### src/spg_pkg.sv
// package: constants and types for the shared pin gpio block
// Functional notes
// send request pin low or config bit asserts
// carrier pin follows carrier; rise/fall flags set
// alarm pin combines alarm sources
// uart mode soft interrupt via break request
// seven pins usable as gpio when free
// pin setup waits for interface mode known
// gpio needs enable bit and mode conditions
// open drain one and data one: input
// all gpio pins high impedance after init
// otherwise output, push-pull or pseudo open drain
// data read returns actual pin levels
// cs, sdi, sdo gpio only in register mode
// uart pins and carrier gpio when uart disabled
// clock pin gpio when clkout off and mode free
// spi mode irq enable: uart out is irq
// register mode irq enable: sdo is irq
// register mode clear enable: sdi is clear
// register mode blocks spi access
// active comm function overrides gpio settings
package spg_pkg;
    localparam int SPG_NPIN = 7;
    localparam logic [6:0] SPG_RST_PINS = 7'h00;
    // pin indices
    localparam int SPG_P_CLK = 0;
    localparam int SPG_P_CD = 1;
    localparam int SPG_P_UOUT = 2;
    localparam int SPG_P_UIN = 3;
    localparam int SPG_P_SDO = 4;
    localparam int SPG_P_SDI = 5;
    localparam int SPG_P_CS = 6;

    typedef struct packed {
        logic uart_register_mode_bit;
        logic uart_disable_bit;
        logic clear_input_enable;
        logic irq_pin_enable;
        logic clock_output_enable;
        logic soft_interrupt_enable;
        logic send_request_bit;
    } spg_cfg_t;

    typedef struct packed {
        logic [6:0] en;
        logic [6:0] pin_open_drain_select;
        logic [6:0] data;
    } spg_gpio_t;

    typedef enum logic [1:0] {
        SPG_WAIT = 2'h1,
        SPG_RUN = 2'h2
    } spg_state_t;
endpackage

### src/spg_pin_cell.sv
// one shared pin: gpio vs function drive and registered readback
`timescale 1ns/10ps
`default_nettype none
module spg_pin_cell
    import spg_pkg::*;
(
    input wire logic ref_clk,
    input wire logic rst_n,
    input wire logic ready,
    input wire logic gpio_sel,
    input wire logic func_drive,
    input wire logic func_out,
    input wire logic gpio_en,
    input wire logic od_sel,
    input wire logic data_bit,
    input wire logic pin_in,
    output logic pin_out,
    output logic pin_oe_n,
    output logic pin_level
);
    logic out_d, out_q, oen_d, oen_q, lvl_d, lvl_q;

    // drive selection
    always_comb begin
        out_d = 1'h0;
        oen_d = 1'h1; // hi-z until the mode is settled
        if (ready) begin
            if (!gpio_sel) begin
                out_d = func_out; // function owns the pin
                oen_d = !func_drive;
            end else if (gpio_en) begin
                if (od_sel && data_bit) begin
                    oen_d = 1'h1; // input, or released open drain
                end else begin
                    out_d = data_bit;
                    oen_d = od_sel ? data_bit : 1'h0; // pseudo open drain drives low only
                end
            end
        end
        lvl_d = pin_in;
    end

    always_ff @(posedge ref_clk) begin
        if (!rst_n) begin
            out_q <= 1'h0;
            oen_q <= 1'h1;
            lvl_q <= 1'h0;
        end else begin
            out_q <= out_d;
            oen_q <= oen_d;
            lvl_q <= lvl_d;
        end
    end

    assign pin_out = out_q;
    assign pin_oe_n = oen_q;
    assign pin_level = lvl_q;

    pin_hiz_a: assert property (@(posedge ref_clk) disable iff (!rst_n)
        !$past(ready) |-> pin_oe_n) else $error("pin driven before mode known");
    od_input_a: assert property (@(posedge ref_clk) disable iff (!rst_n)
        (ready && gpio_sel && gpio_en && od_sel && data_bit) |=> pin_oe_n)
        else $error("gpio input driven");
endmodule
`default_nettype wire

### src/spg_top.sv
// top: pin function selection, modem handshake and alarm for seven shared pins
`timescale 1ns/10ps
`default_nettype none
module spg_top
    import spg_pkg::*;
(
    input wire logic ref_clk,
    input wire logic rst_n,
    input wire logic mode_known,
    input wire spg_cfg_t cfg,
    input wire spg_gpio_t gpio,
    input wire logic rts_pin_n,
    input wire logic carrier_present,
    input wire logic [3:0] alarm_src,
    input wire logic irq_req,
    input wire logic irq_level,
    input wire logic clk_div_out,
    input wire logic spi_sdo_data,
    input wire logic spi_sdo_drive,
    input wire logic uart_tx_data,
    input wire logic carrier_flags_clr,
    input wire logic [6:0] pin_in,
    output logic [6:0] pin_out,
    output logic [6:0] pin_oe_n,
    output logic [6:0] gpio_read_data,
    output logic send_request,
    output logic carrier_rise_flag,
    output logic carrier_fall_flag,
    output logic alarm_pin_n,
    output logic soft_irq_break_req,
    output logic spi_access_en,
    output logic clear_in,
    output logic uart_rx_in,
    output logic spi_cs_n_in,
    output logic spi_sdi_in
);
    spg_state_t st_d, st_q;
    logic cd_d, cd_q, rise_d, rise_q, fall_d, fall_q;
    logic rts_d, rts_q, alm_d, alm_q, brk_d, brk_q, spi_d, spi_q, clr_d, clr_q;
    logic [6:0] gsel, fdrv, fout;
    logic ready;

    // mode determination gate; stays ready once set
    always_comb begin
        case (st_q)
            SPG_WAIT: st_d = mode_known ? SPG_RUN : SPG_WAIT;
            SPG_RUN: st_d = SPG_RUN;
            default: st_d = SPG_WAIT;
        endcase
    end
    assign ready = (st_q == SPG_RUN);

    // gpio eligibility per pin
    always_comb begin
        gsel = 7'h00;
        gsel[SPG_P_CS] = cfg.uart_register_mode_bit;
        gsel[SPG_P_SDI] = cfg.uart_register_mode_bit && !cfg.clear_input_enable;
        gsel[SPG_P_SDO] = cfg.uart_register_mode_bit && !cfg.irq_pin_enable;
        gsel[SPG_P_UIN] = cfg.uart_disable_bit;
        gsel[SPG_P_UOUT] = cfg.uart_disable_bit && !cfg.irq_pin_enable;
        gsel[SPG_P_CD] = cfg.uart_disable_bit;
        gsel[SPG_P_CLK] = !cfg.clock_output_enable
            && (cfg.uart_register_mode_bit || cfg.uart_disable_bit);
    end

    // function drive per pin when not gpio
    always_comb begin
        fdrv = 7'h00;
        fout = 7'h00;
        fdrv[SPG_P_CLK] = 1'h1;
        fout[SPG_P_CLK] = clk_div_out;
        fdrv[SPG_P_CD] = 1'h1;
        fout[SPG_P_CD] = cd_q;
        fdrv[SPG_P_UOUT] = 1'h1;
        if (cfg.uart_disable_bit && cfg.irq_pin_enable) begin
            fout[SPG_P_UOUT] = irq_req ~^ irq_level;
        end else begin
            fout[SPG_P_UOUT] = uart_tx_data;
        end
        if (cfg.uart_register_mode_bit) begin
            fdrv[SPG_P_SDO] = 1'h1;
            fout[SPG_P_SDO] = irq_req ~^ irq_level;
        end else begin
            fdrv[SPG_P_SDO] = spi_sdo_drive;
            fout[SPG_P_SDO] = spi_sdo_data;
        end
    end

    // handshake, alarm and flags
    always_comb begin
        cd_d = carrier_present;
        rise_d = rise_q;
        fall_d = fall_q;
        if (carrier_flags_clr) begin
            rise_d = 1'h0;
            fall_d = 1'h0;
        end
        // set beats clear
        if (carrier_present && !cd_q) begin
            rise_d = 1'h1;
        end
        if (!carrier_present && cd_q) begin
            fall_d = 1'h1;
        end
        rts_d = !rts_pin_n || cfg.send_request_bit;
        alm_d = !(|alarm_src);
        brk_d = !cfg.uart_disable_bit && cfg.soft_interrupt_enable && irq_req;
        spi_d = !cfg.uart_register_mode_bit;
        clr_d = cfg.uart_register_mode_bit && cfg.clear_input_enable
            && pin_in[SPG_P_SDI];
    end

    always_ff @(posedge ref_clk) begin
        if (!rst_n) begin
            st_q <= SPG_WAIT;
            cd_q <= 1'h0;
            rise_q <= 1'h0;
            fall_q <= 1'h0;
            rts_q <= 1'h0;
            alm_q <= 1'h1;
            brk_q <= 1'h0;
            spi_q <= 1'h1;
            clr_q <= 1'h0;
        end else begin
            st_q <= st_d;
            cd_q <= cd_d;
            rise_q <= rise_d;
            fall_q <= fall_d;
            rts_q <= rts_d;
            alm_q <= alm_d;
            brk_q <= brk_d;
            spi_q <= spi_d;
            clr_q <= clr_d;
        end
    end

    assign carrier_rise_flag = rise_q;
    assign carrier_fall_flag = fall_q;
    assign send_request = rts_q;
    assign alarm_pin_n = alm_q;
    assign soft_irq_break_req = brk_q;
    assign spi_access_en = spi_q;
    assign clear_in = clr_q;
    // inputs for the comm engines come from registered pin levels
    assign uart_rx_in = gpio_read_data[SPG_P_UIN];
    assign spi_cs_n_in = gpio_read_data[SPG_P_CS];
    assign spi_sdi_in = gpio_read_data[SPG_P_SDI];

    // one cell per shared pin
    genvar i;
    generate
        for (i = 0; i < SPG_NPIN; i++) begin : g_pin
            spg_pin_cell u_cell (
                .ref_clk(ref_clk),
                .rst_n(rst_n),
                .ready(ready),
                .gpio_sel(gsel[i]),
                .func_drive(fdrv[i]),
                .func_out(fout[i]),
                .gpio_en(gpio.en[i]),
                .od_sel(gpio.pin_open_drain_select[i]),
                .data_bit(gpio.data[i]),
                .pin_in(pin_in[i]),
                .pin_out(pin_out[i]),
                .pin_oe_n(pin_oe_n[i]),
                .pin_level(gpio_read_data[i])
            );
        end
    endgenerate

    // checks sample registered outputs one edge after their cause
    rts_map_a: assert property (@(posedge ref_clk) disable iff (!rst_n)
        $past(rst_n) |-> send_request == (!$past(rts_pin_n) || $past(cfg.send_request_bit)))
        else $error("send request mismatch");
    cd_rise_a: assert property (@(posedge ref_clk) disable iff (!rst_n)
        (carrier_present && !cd_q) |=> carrier_rise_flag) else $error("rise lost");
    cd_fall_a: assert property (@(posedge ref_clk) disable iff (!rst_n)
        (!carrier_present && cd_q) |=> carrier_fall_flag) else $error("fall lost");
    // clear only wins when no carrier edge of the flag's own direction lands in the same cycle
    flag_clr_a: assert property (@(posedge ref_clk) disable iff (!rst_n)
        (carrier_flags_clr && !(carrier_present && !cd_q)) |=> !carrier_rise_flag)
        else $error("rise flag not cleared");
    cd_pin_a: assert property (@(posedge ref_clk) disable iff (!rst_n)
        (ready && !cfg.uart_disable_bit) |=> (!pin_oe_n[SPG_P_CD]
        && pin_out[SPG_P_CD] == $past(cd_q))) else $error("carrier pin wrong");
    alarm_pin_a: assert property (@(posedge ref_clk) disable iff (!rst_n)
        (|alarm_src) |=> !alarm_pin_n) else $error("alarm not low");
    spi_block_a: assert property (@(posedge ref_clk) disable iff (!rst_n)
        cfg.uart_register_mode_bit |=> !spi_access_en) else $error("spi not blocked");
    cs_gpio_a: assert property (@(posedge ref_clk) disable iff (!rst_n)
        (ready && !cfg.uart_register_mode_bit) |=> !pin_oe_n[SPG_P_CS] == 1'h0)
        else $error("cs driven in spi mode");
    clk_out_a: assert property (@(posedge ref_clk) disable iff (!rst_n)
        (ready && cfg.clock_output_enable) |=> (!pin_oe_n[SPG_P_CLK]
        && pin_out[SPG_P_CLK] == $past(clk_div_out))) else $error("clock pin wrong");
    uout_irq_a: assert property (@(posedge ref_clk) disable iff (!rst_n)
        (ready && cfg.uart_disable_bit && cfg.irq_pin_enable) |=> (!pin_oe_n[SPG_P_UOUT]
        && pin_out[SPG_P_UOUT] == ($past(irq_req) ~^ $past(irq_level))))
        else $error("uart out not irq");
    sdo_irq_a: assert property (@(posedge ref_clk) disable iff (!rst_n)
        (ready && cfg.uart_register_mode_bit && cfg.irq_pin_enable) |=> (!pin_oe_n[SPG_P_SDO]
        && pin_out[SPG_P_SDO] == ($past(irq_req) ~^ $past(irq_level))))
        else $error("sdo not irq");
    clr_map_a: assert property (@(posedge ref_clk) disable iff (!rst_n)
        $past(rst_n) |-> clear_in == ($past(cfg.uart_register_mode_bit)
        && $past(cfg.clear_input_enable) && $past(pin_in[SPG_P_SDI])))
        else $error("clear input wrong");
    uin_func_a: assert property (@(posedge ref_clk) disable iff (!rst_n)
        (ready && !cfg.uart_disable_bit) |=> pin_oe_n[SPG_P_UIN])
        else $error("uart input driven by gpio");
    mode_gate_a: assert property (@(posedge ref_clk) disable iff (!rst_n)
        !ready |=> (pin_oe_n == 7'h7F)) else $error("pins driven before mode");
    readback_a: assert property (@(posedge ref_clk) disable iff (!rst_n)
        $past(rst_n) |-> gpio_read_data == $past(pin_in))
        else $error("readback wrong");
    brk_req_a: assert property (@(posedge ref_clk) disable iff (!rst_n)
        (cfg.uart_disable_bit) |=> !soft_irq_break_req) else $error("break in spi");
endmodule
`default_nettype wire

### config.mk
export PLATFORM = sky130hd
export DESIGN_NAME = spg_top
export DESIGN_NICKNAME = d
export VERILOG_FILES = /design/src/spg_pkg.sv /design/src/spg_pin_cell.sv /design/src/spg_top.sv
export SDC_FILE = /design/constraint.sdc
export NUM_CORES = 1
export LEC_CHECK = 0
export BUFFER_PORTS_ARGS = -buffer_cell sky130_fd_sc_hd__buf_2
export CAP_MARGIN = 30
export CORE_ASPECT_RATIO = 1.75
export CORE_UTILIZATION = 35
export CTS_BUF_LIST = sky130_fd_sc_hd__clkbuf_4 sky130_fd_sc_hd__clkbuf_8
export CTS_CLUSTER_SIZE = 10
export DETAILED_ROUTE_END_ITERATION = 8
export HOLD_SLACK_MARGIN = 0.06
export PLACE_DENSITY_LB_ADDON = 0.15
export SLEW_MARGIN = 20
export SYNTH_ARGS = -nofsm -noshare
export SYNTH_HDL_FRONTEND = slang
export SYNTH_SLANG_ARGS = --single-unit
### constraint.sdc
create_clock -name ref_clk -period 3.35 [get_ports ref_clk]
set_input_delay 0.67 -clock ref_clk [delete_from_list [all_inputs] [get_ports ref_clk]]
set_output_delay 0.67 -clock ref_clk [all_outputs]
set_load 0.05 [all_outputs]
==> results.yml, run 1 <==
synthesis:
  yosysSeqAreaShare_pct: 49.7
  ys_ff_latch: 31
  synth_fp_nets: 175
  synth_edf_count: 0
  syn-instance-count: 122
  post_synth.cell_area_avg_um2: 10.2
  async_reset_ff_share_pct: 0
  ys_warn_count: 0
  synth_area_mm2: 0.00125
  synth_cell_types: 32
  ys.flop_type: "dfxtp_1"
clocking:
  postCtsHoldBufs: 0
  h-tree-depth: 2
  cts_buffer_depth: 2
  cts.sinks: 31
  clock_latency_ns: 0.28
  numCtsBuffers: 5
  cts_root_buf: "clkbuf_8"
  post_cts_resized: 0
  cts.clk_slew.worst_paths_ns: 0.06
  postCtsSetupBuffers: 0
  cts_tree: "done"
route:
  num_vias: 1049
  firstDrtPassIters: 3
  wl_mm: 2.67
  remaining_drc_errors: 0
  drt.antenna.violating_nets: 0
  routedWlPerCell_um: 11.5
  drtIter0Drc: 21
  vias_per_cell: 4.52
setup_path:
  end_kind: "output pin"
  path_class: "flip-flop to output pin"
  start_kind: "flip-flop"
  cp_top_family: "flip-flops"
  worstReg2RegEnd: "g_pin[4].u_cell.pin_oe_n"
  cpPeakStageDelay_ns: 0.33
  rrSetupSlack_ns: 2.00
  reg2regPathDepth: 5
  crit_buf_inv: 1
  cp_cell_sequence: "buf_2"
  arrival_ns: 0.88
  critPathMaxFanout: 2
  r2r-start: "st_q[0]"
  cp_slowest_cell: "dfxtp_1"
  cp.required_ns: 2.68
cells_and_area:
  regArea_um2: 621
  final_cell_area_mm2: 0.00162
  fillers: 354
  final_common_cell: "buf_2"
  fin_util_pct: 47.6
  synthToLayoutAreaGrowth_pct: 29.7
  multi_input_area_um2: 425
  final_cell_mix: "buf_2 (81), dfxtp_1 (31), nand2_1 (9), and2_1 (9), inv_1 (6)"
  drive_gt1_share_pct: 49.7
  num_antenna_cells: 0
  layout.cells.non_filler: 232
  nets: 239
sta:
  worst_pin_slew_ns: 0.315
  finalSetupViolCount: 0
  finalMaxSlewViolations: 0
  fmax_ghz: 0.647
  min_period_ns: 1.55
  max_slew_margin_pct: 79.0
  rsz0062_at_grt: "false"
  tns_ns: 0
  period_share_pct: 46.2
  skew_ns: 0.00290
  hold_violations: 0
placed_design:
  placed_area_mm2: 0.00153
  port_buffers: 81
  post-place-cells: 224
  dp_hpwl_mm: 2.22
  gp_congestion: 0.789
hold_path:
  worstHoldEndpoint: "g_pin[1].u_cell.pin_out"
  min_path_type: "flip-flop to flip-flop"
  holdPathStages: 2
  hp-start: "cd_q"
grt:
  grt_usage_pct: 15.7
  grt_antenna_before_repair: 0
  grt_overflow_total: 0
  grt_pass1_vias: 1004
  grt_max_degree: 19
  grt_pass1_wl_mm: 4.12
power:
  pwr-share-comb_pct: 14.8
  p_seq_share_pct: 48.5
  switching_share_pct: 26.1
  pwr_density_cell_mw_per_mm2: 491
  p_sw_uw: 207
  finalPower_uw: 795
  vdd_drop_max_mv: 0.336
  p_int_uw: 587
  pwr-share-clk_pct: 36.6
  p_leak_uw: 0.000800
die:
  dieHeight_um: 81.0
  die_w_um: 47.2
  design.die.area_mm2: 0.00382
  io_pins: 82
  coreArea_mm2: 0.00340
  rows: 28
  start_util_pct: 36.7
outcome:
  outcome: "finished, final reports clean"
job:
  drv_cap: 0
-- cell families after synthesis --
logic type / after synthesis / share of synthesized area (%)
simple gates: 34 / 17.5
compound gates: 23 / 12.9
flops: 31 / 49.7
buf+inv: 30 / 16.2
xor+xnor: 1 / 0.702
fa+ha+maj: 2 / 2.00
mux: 1 / 0.902
-- worst max path at each step --
stage,from,endpoint,slack (ns),cells past startpoint
CTS,carrier_fall_flag,carrier_fall_flag,1.79,1
global placement,rst_n,g_pin[4].u_cell.pin_oe_n,1.65,4
finish,carrier_fall_flag,carrier_fall_flag,1.80,1
floorplan,g_pin[3].u_cell.pin_level,gpio_read_data[3],1.79,1
global route,g_pin[6].u_cell.pin_level,gpio_read_data[6],1.76,1
detailed placement,rst_n,g_pin[4].u_cell.pin_oe_n,1.62,4
-- synthesized netlist by cell type, drive strengths merged, types with 2 or more instances --
cell | count | area [um^2]
a21boi | 2 | 15.0
a21o | 4 | 31.3
a21oi | 5 | 25.0
a31oi | 2 | 12.5
and2 | 10 | 62.6
buf | 23 | 176
dfxtp | 31 | 621
ha | 2 | 25.0
inv | 6 | 22.5
nand2 | 9 | 33.8
nand2b | 2 | 12.5
nand4b | 2 | 17.5
nand4bb | 2 | 22.5
nor3b | 3 | 22.5
o21ai | 5 | 25.0
-- sequential cells by signal (all words and copies together), names as in the netlist, 2 cells and up --
signal	count
g_pin.u_cell.pin_level	7
g_pin.u_cell.pin_oe_n	7
g_pin.u_cell.pin_out	7
st_q	2
-- layer usage --
metal	wire [um]	vias to the layer above	share of wire [%]	track usage (%)
met2	1510	51	57	28.3
met4	64	0	2.4	9.43
met3	199	6	7.5	5.78
met5	0	-	0	0
li1	-	514	-	-
met1	889	478	33	13.7
-- power groups by stage --
stage | logic [uW] | registers (uW) | clock network [uW]
after floorplan | 57.8 | 414 | 0
after CTS | 120 | 385 | 303
after global routing | 127 | 387 | 318
after global placement | 116 | 393 | 0
after detailed placement | 120 | 393 | 0
final | 118 | 385 | 291
-- through the flow --
stage / hold slack, ns / worst slack [ns]
after global routing: 0.549 / 1.76
after global placement: 0.480 / 1.65
after detailed placement: 0.489 / 1.62
final: 0.500 / 1.80
after CTS: 0.499 / 1.79
after floorplan: 0.458 / 1.79
-- layout make-up --
class	count	share of cell area, %
multi-input cells	61	26.3
flip-flops and latches	31	38.3
repair buffers	81	25.0
well taps	45	3.48
clock buffers	7	5.18
inverters	6	1.39
clock inverters	1	0.309
No activity file was read; power rests on OpenSTA's default activity.
==> run 2: changes to the inputs <==
Clock period 3.35 ns to 1.6 ns, I/O delays scaled along.
==> run 2 against run 1 <==
  * Design area grew 2.7%
  * Worst setup slack lost 1.5 ns
  * Sequential share of layout area shrank 1.0 points
  * Register-to-register slack lost 1.7 ns
  * Clock skew grew 0.0030 ns
  * Via count shrank 0.86%
  * Count of clock-buffer cells in the layout shrank 1
  * Clock power grew to 2.7 times the previous value
  * Worst hold slack lost 0.30 ns
  * Die area is the same
  * Final cell count grew 0.86%
  * Flip-flop and latch count is the same
  * Critical endpoint is now g_pin[5].u_cell.pin_oe_n
  * Largest cell class unchanged
==> results.yml, run 2 (synthesized netlist as in run 1, its figures left out) <==
route:
  routedWlPerCell_um: 11.3
  firstDrtPassIters: 3
  num_vias: 1040
  vias_per_cell: 4.44
  drtIter0Drc: 12
  remaining_drc_errors: 0
  drt.antenna.violating_nets: 0
  wl_mm: 2.64
grt:
  grt_pass1_vias: 1020
  use_met3_pct: 8.00
  grt_antenna_before_repair: 0
  grt.busiest_layer: "met2"
  grt_max_degree: 18
  met2_usage_pct: 27.6
  grt_pass1_wl_mm: 4.18
  grt_usage_pct: 15.9
  grt_overflow_total: 0
  globalRouteMet1Util_pct: 13.9
setup_path:
  cp.required_ns: 1.79
  cpPeakStageDelay_ns: 0.32
  cp_slowest_cell: "dfxtp_1"
  arrival_ns: 1.53
  critPathMaxFanout: 7
  end_kind: "flip-flop"
  path_class: "flip-flop to flip-flop"
  crit_buf_inv: 1
  start_kind: "flip-flop"
  cp_top_family: "simple AND/OR/NAND/NOR gates"
  cp_cell_sequence: "inv_1, ha_1, and2_0, nand4b_1, a21o_1"
clocking:
  cts_root_buf: "clkbuf_8"
  cts_buffer_depth: 2
  post_cts_resized: 0
  postCtsSetupBuffers: 0
  cts.clk_slew.worst_paths_ns: 0.07
  cts_tree: "done"
  h-tree-depth: 2
  postCtsHoldBufs: 0
  clock_latency_ns: 0.28
  cts.sinks: 31
  numCtsBuffers: 5
die:
  coreArea_mm2: 0.00340
  design.die.area_mm2: 0.00382
  dieHeight_um: 81.0
  die_w_um: 47.2
  io_pins: 82
  rows: 28
  start_util_pct: 36.7
placed_design:
  gp_congestion: 0.716
  port_buffers: 81
  dp_hpwl_mm: 2.16
  post-place-cells: 226
  placed_area_mm2: 0.00155
cells_and_area:
  num_antenna_cells: 0
  fillers: 354
  drive_gt1_share_pct: 50.3
  synthToLayoutAreaGrowth_pct: 33.2
  fin_util_pct: 48.9
  final_cell_mix: "buf_2 (81), dfxtp_1 (31), nand2_1 (9), and2_1 (9)"
  final_common_cell: "buf_2"
  layout.cells.non_filler: 234
  nets: 241
  final_cell_area_mm2: 0.00166
sta:
  period_share_pct: 84.1
  finalMaxSlewViolations: 0
  tns_ns: 0
  rsz0062_at_grt: "false"
  fmax_ghz: 0.743
  min_period_ns: 1.35
  hold_violations: 0
  worst_pin_slew_ns: 0.315
  finalSetupViolCount: 0
  max_slew_margin_pct: 79.0
  skew_ns: 0.00588
power:
  p_sw_uw: 447
  switching_share_pct: 24.2
  pwr-share-comb_pct: 13.5
  vdd_drop_max_mv: 0.877
  p_seq_share_pct: 43.7
  pwr_density_cell_mw_per_mm2: 1110
  finalPower_uw: 1840
  pwr-share-clk_pct: 42.8
  p_leak_uw: 0.000822
  p_int_uw: 1400
hold_path:
  min_path_type: "input port to flip-flop"
job:
  drv_cap: 0
outcome:
  outcome: "finished, final reports clean"
==> run 2: cell types whose count changed in the layout (fill, tap and decap cells not counted), sizes merged <==
cell and delta:
buf +2, bufinv +1, clkbuf -1
==> run 2: path summary, 6_finish.rpt <==
kind / cells past startpoint / startpoint / slack, ns / endpoint
max: 5 / st_q[0] / 0.25 / g_pin[5].u_cell.pin_oe_n
min: 2 / alarm_src[2] / 0.20 / alarm_pin_n
max reg2reg: 5 / st_q[0] / 0.25 / g_pin[5].u_cell.pin_oe_n
min reg2reg: 2 / cd_q / 0.49 / g_pin[1].u_cell.pin_out
==> run 2: power by group through the flow <==
stage	Sequential, uW	Clock [uW]	Combinational (uW)
floorplan	868	0	121
global placement	823	0	246
detailed placement	824	0	252
CTS	806	815	252
global route	809	844	270
finish	806	789	249
==> run 2: area by class of cell <==
class | count | area, um^2 | area share [%]
Clock buffer | 6 | 82.6 | 4.97
Clock inverter | 2 | 35.0 | 2.11
Timing Repair Buffer | 83 | 420 | 25.3
Tap cell | 45 | 56.3 | 3.39
Sequential cell | 31 | 621 | 37.3
Inverter | 6 | 22.5 | 1.35
Multi-Input combinational cell | 61 | 425 | 25.6
==> run 2: per-stage QoR <==
step	setup WS [ns]	hold WS, ns
after floorplan	0.386	0.396
after global placement	0.328	0.478
after detailed placement	0.235	0.484
after CTS	0.218	0.194
after global routing	0.105	0.196
final	0.254	0.203
==> run 2: routing by layer <==
layer,vias to the layer above,part of all wire [%]
met3,7,10
met2,51,54
met1,461,33
li1,521,-
met5,-,0
met4,0,2.1
==> run 2: worst register-to-register path: cells and delay by family, from the launching register on <==
kind                       cells  cell delay (ns)
AOI/OAI and AO/OA              1             0.18
adders and majority gates      1             0.20
buffers and inverters          1             0.05
DFF                            1             0.32
and+or+nand+nor                2             0.50
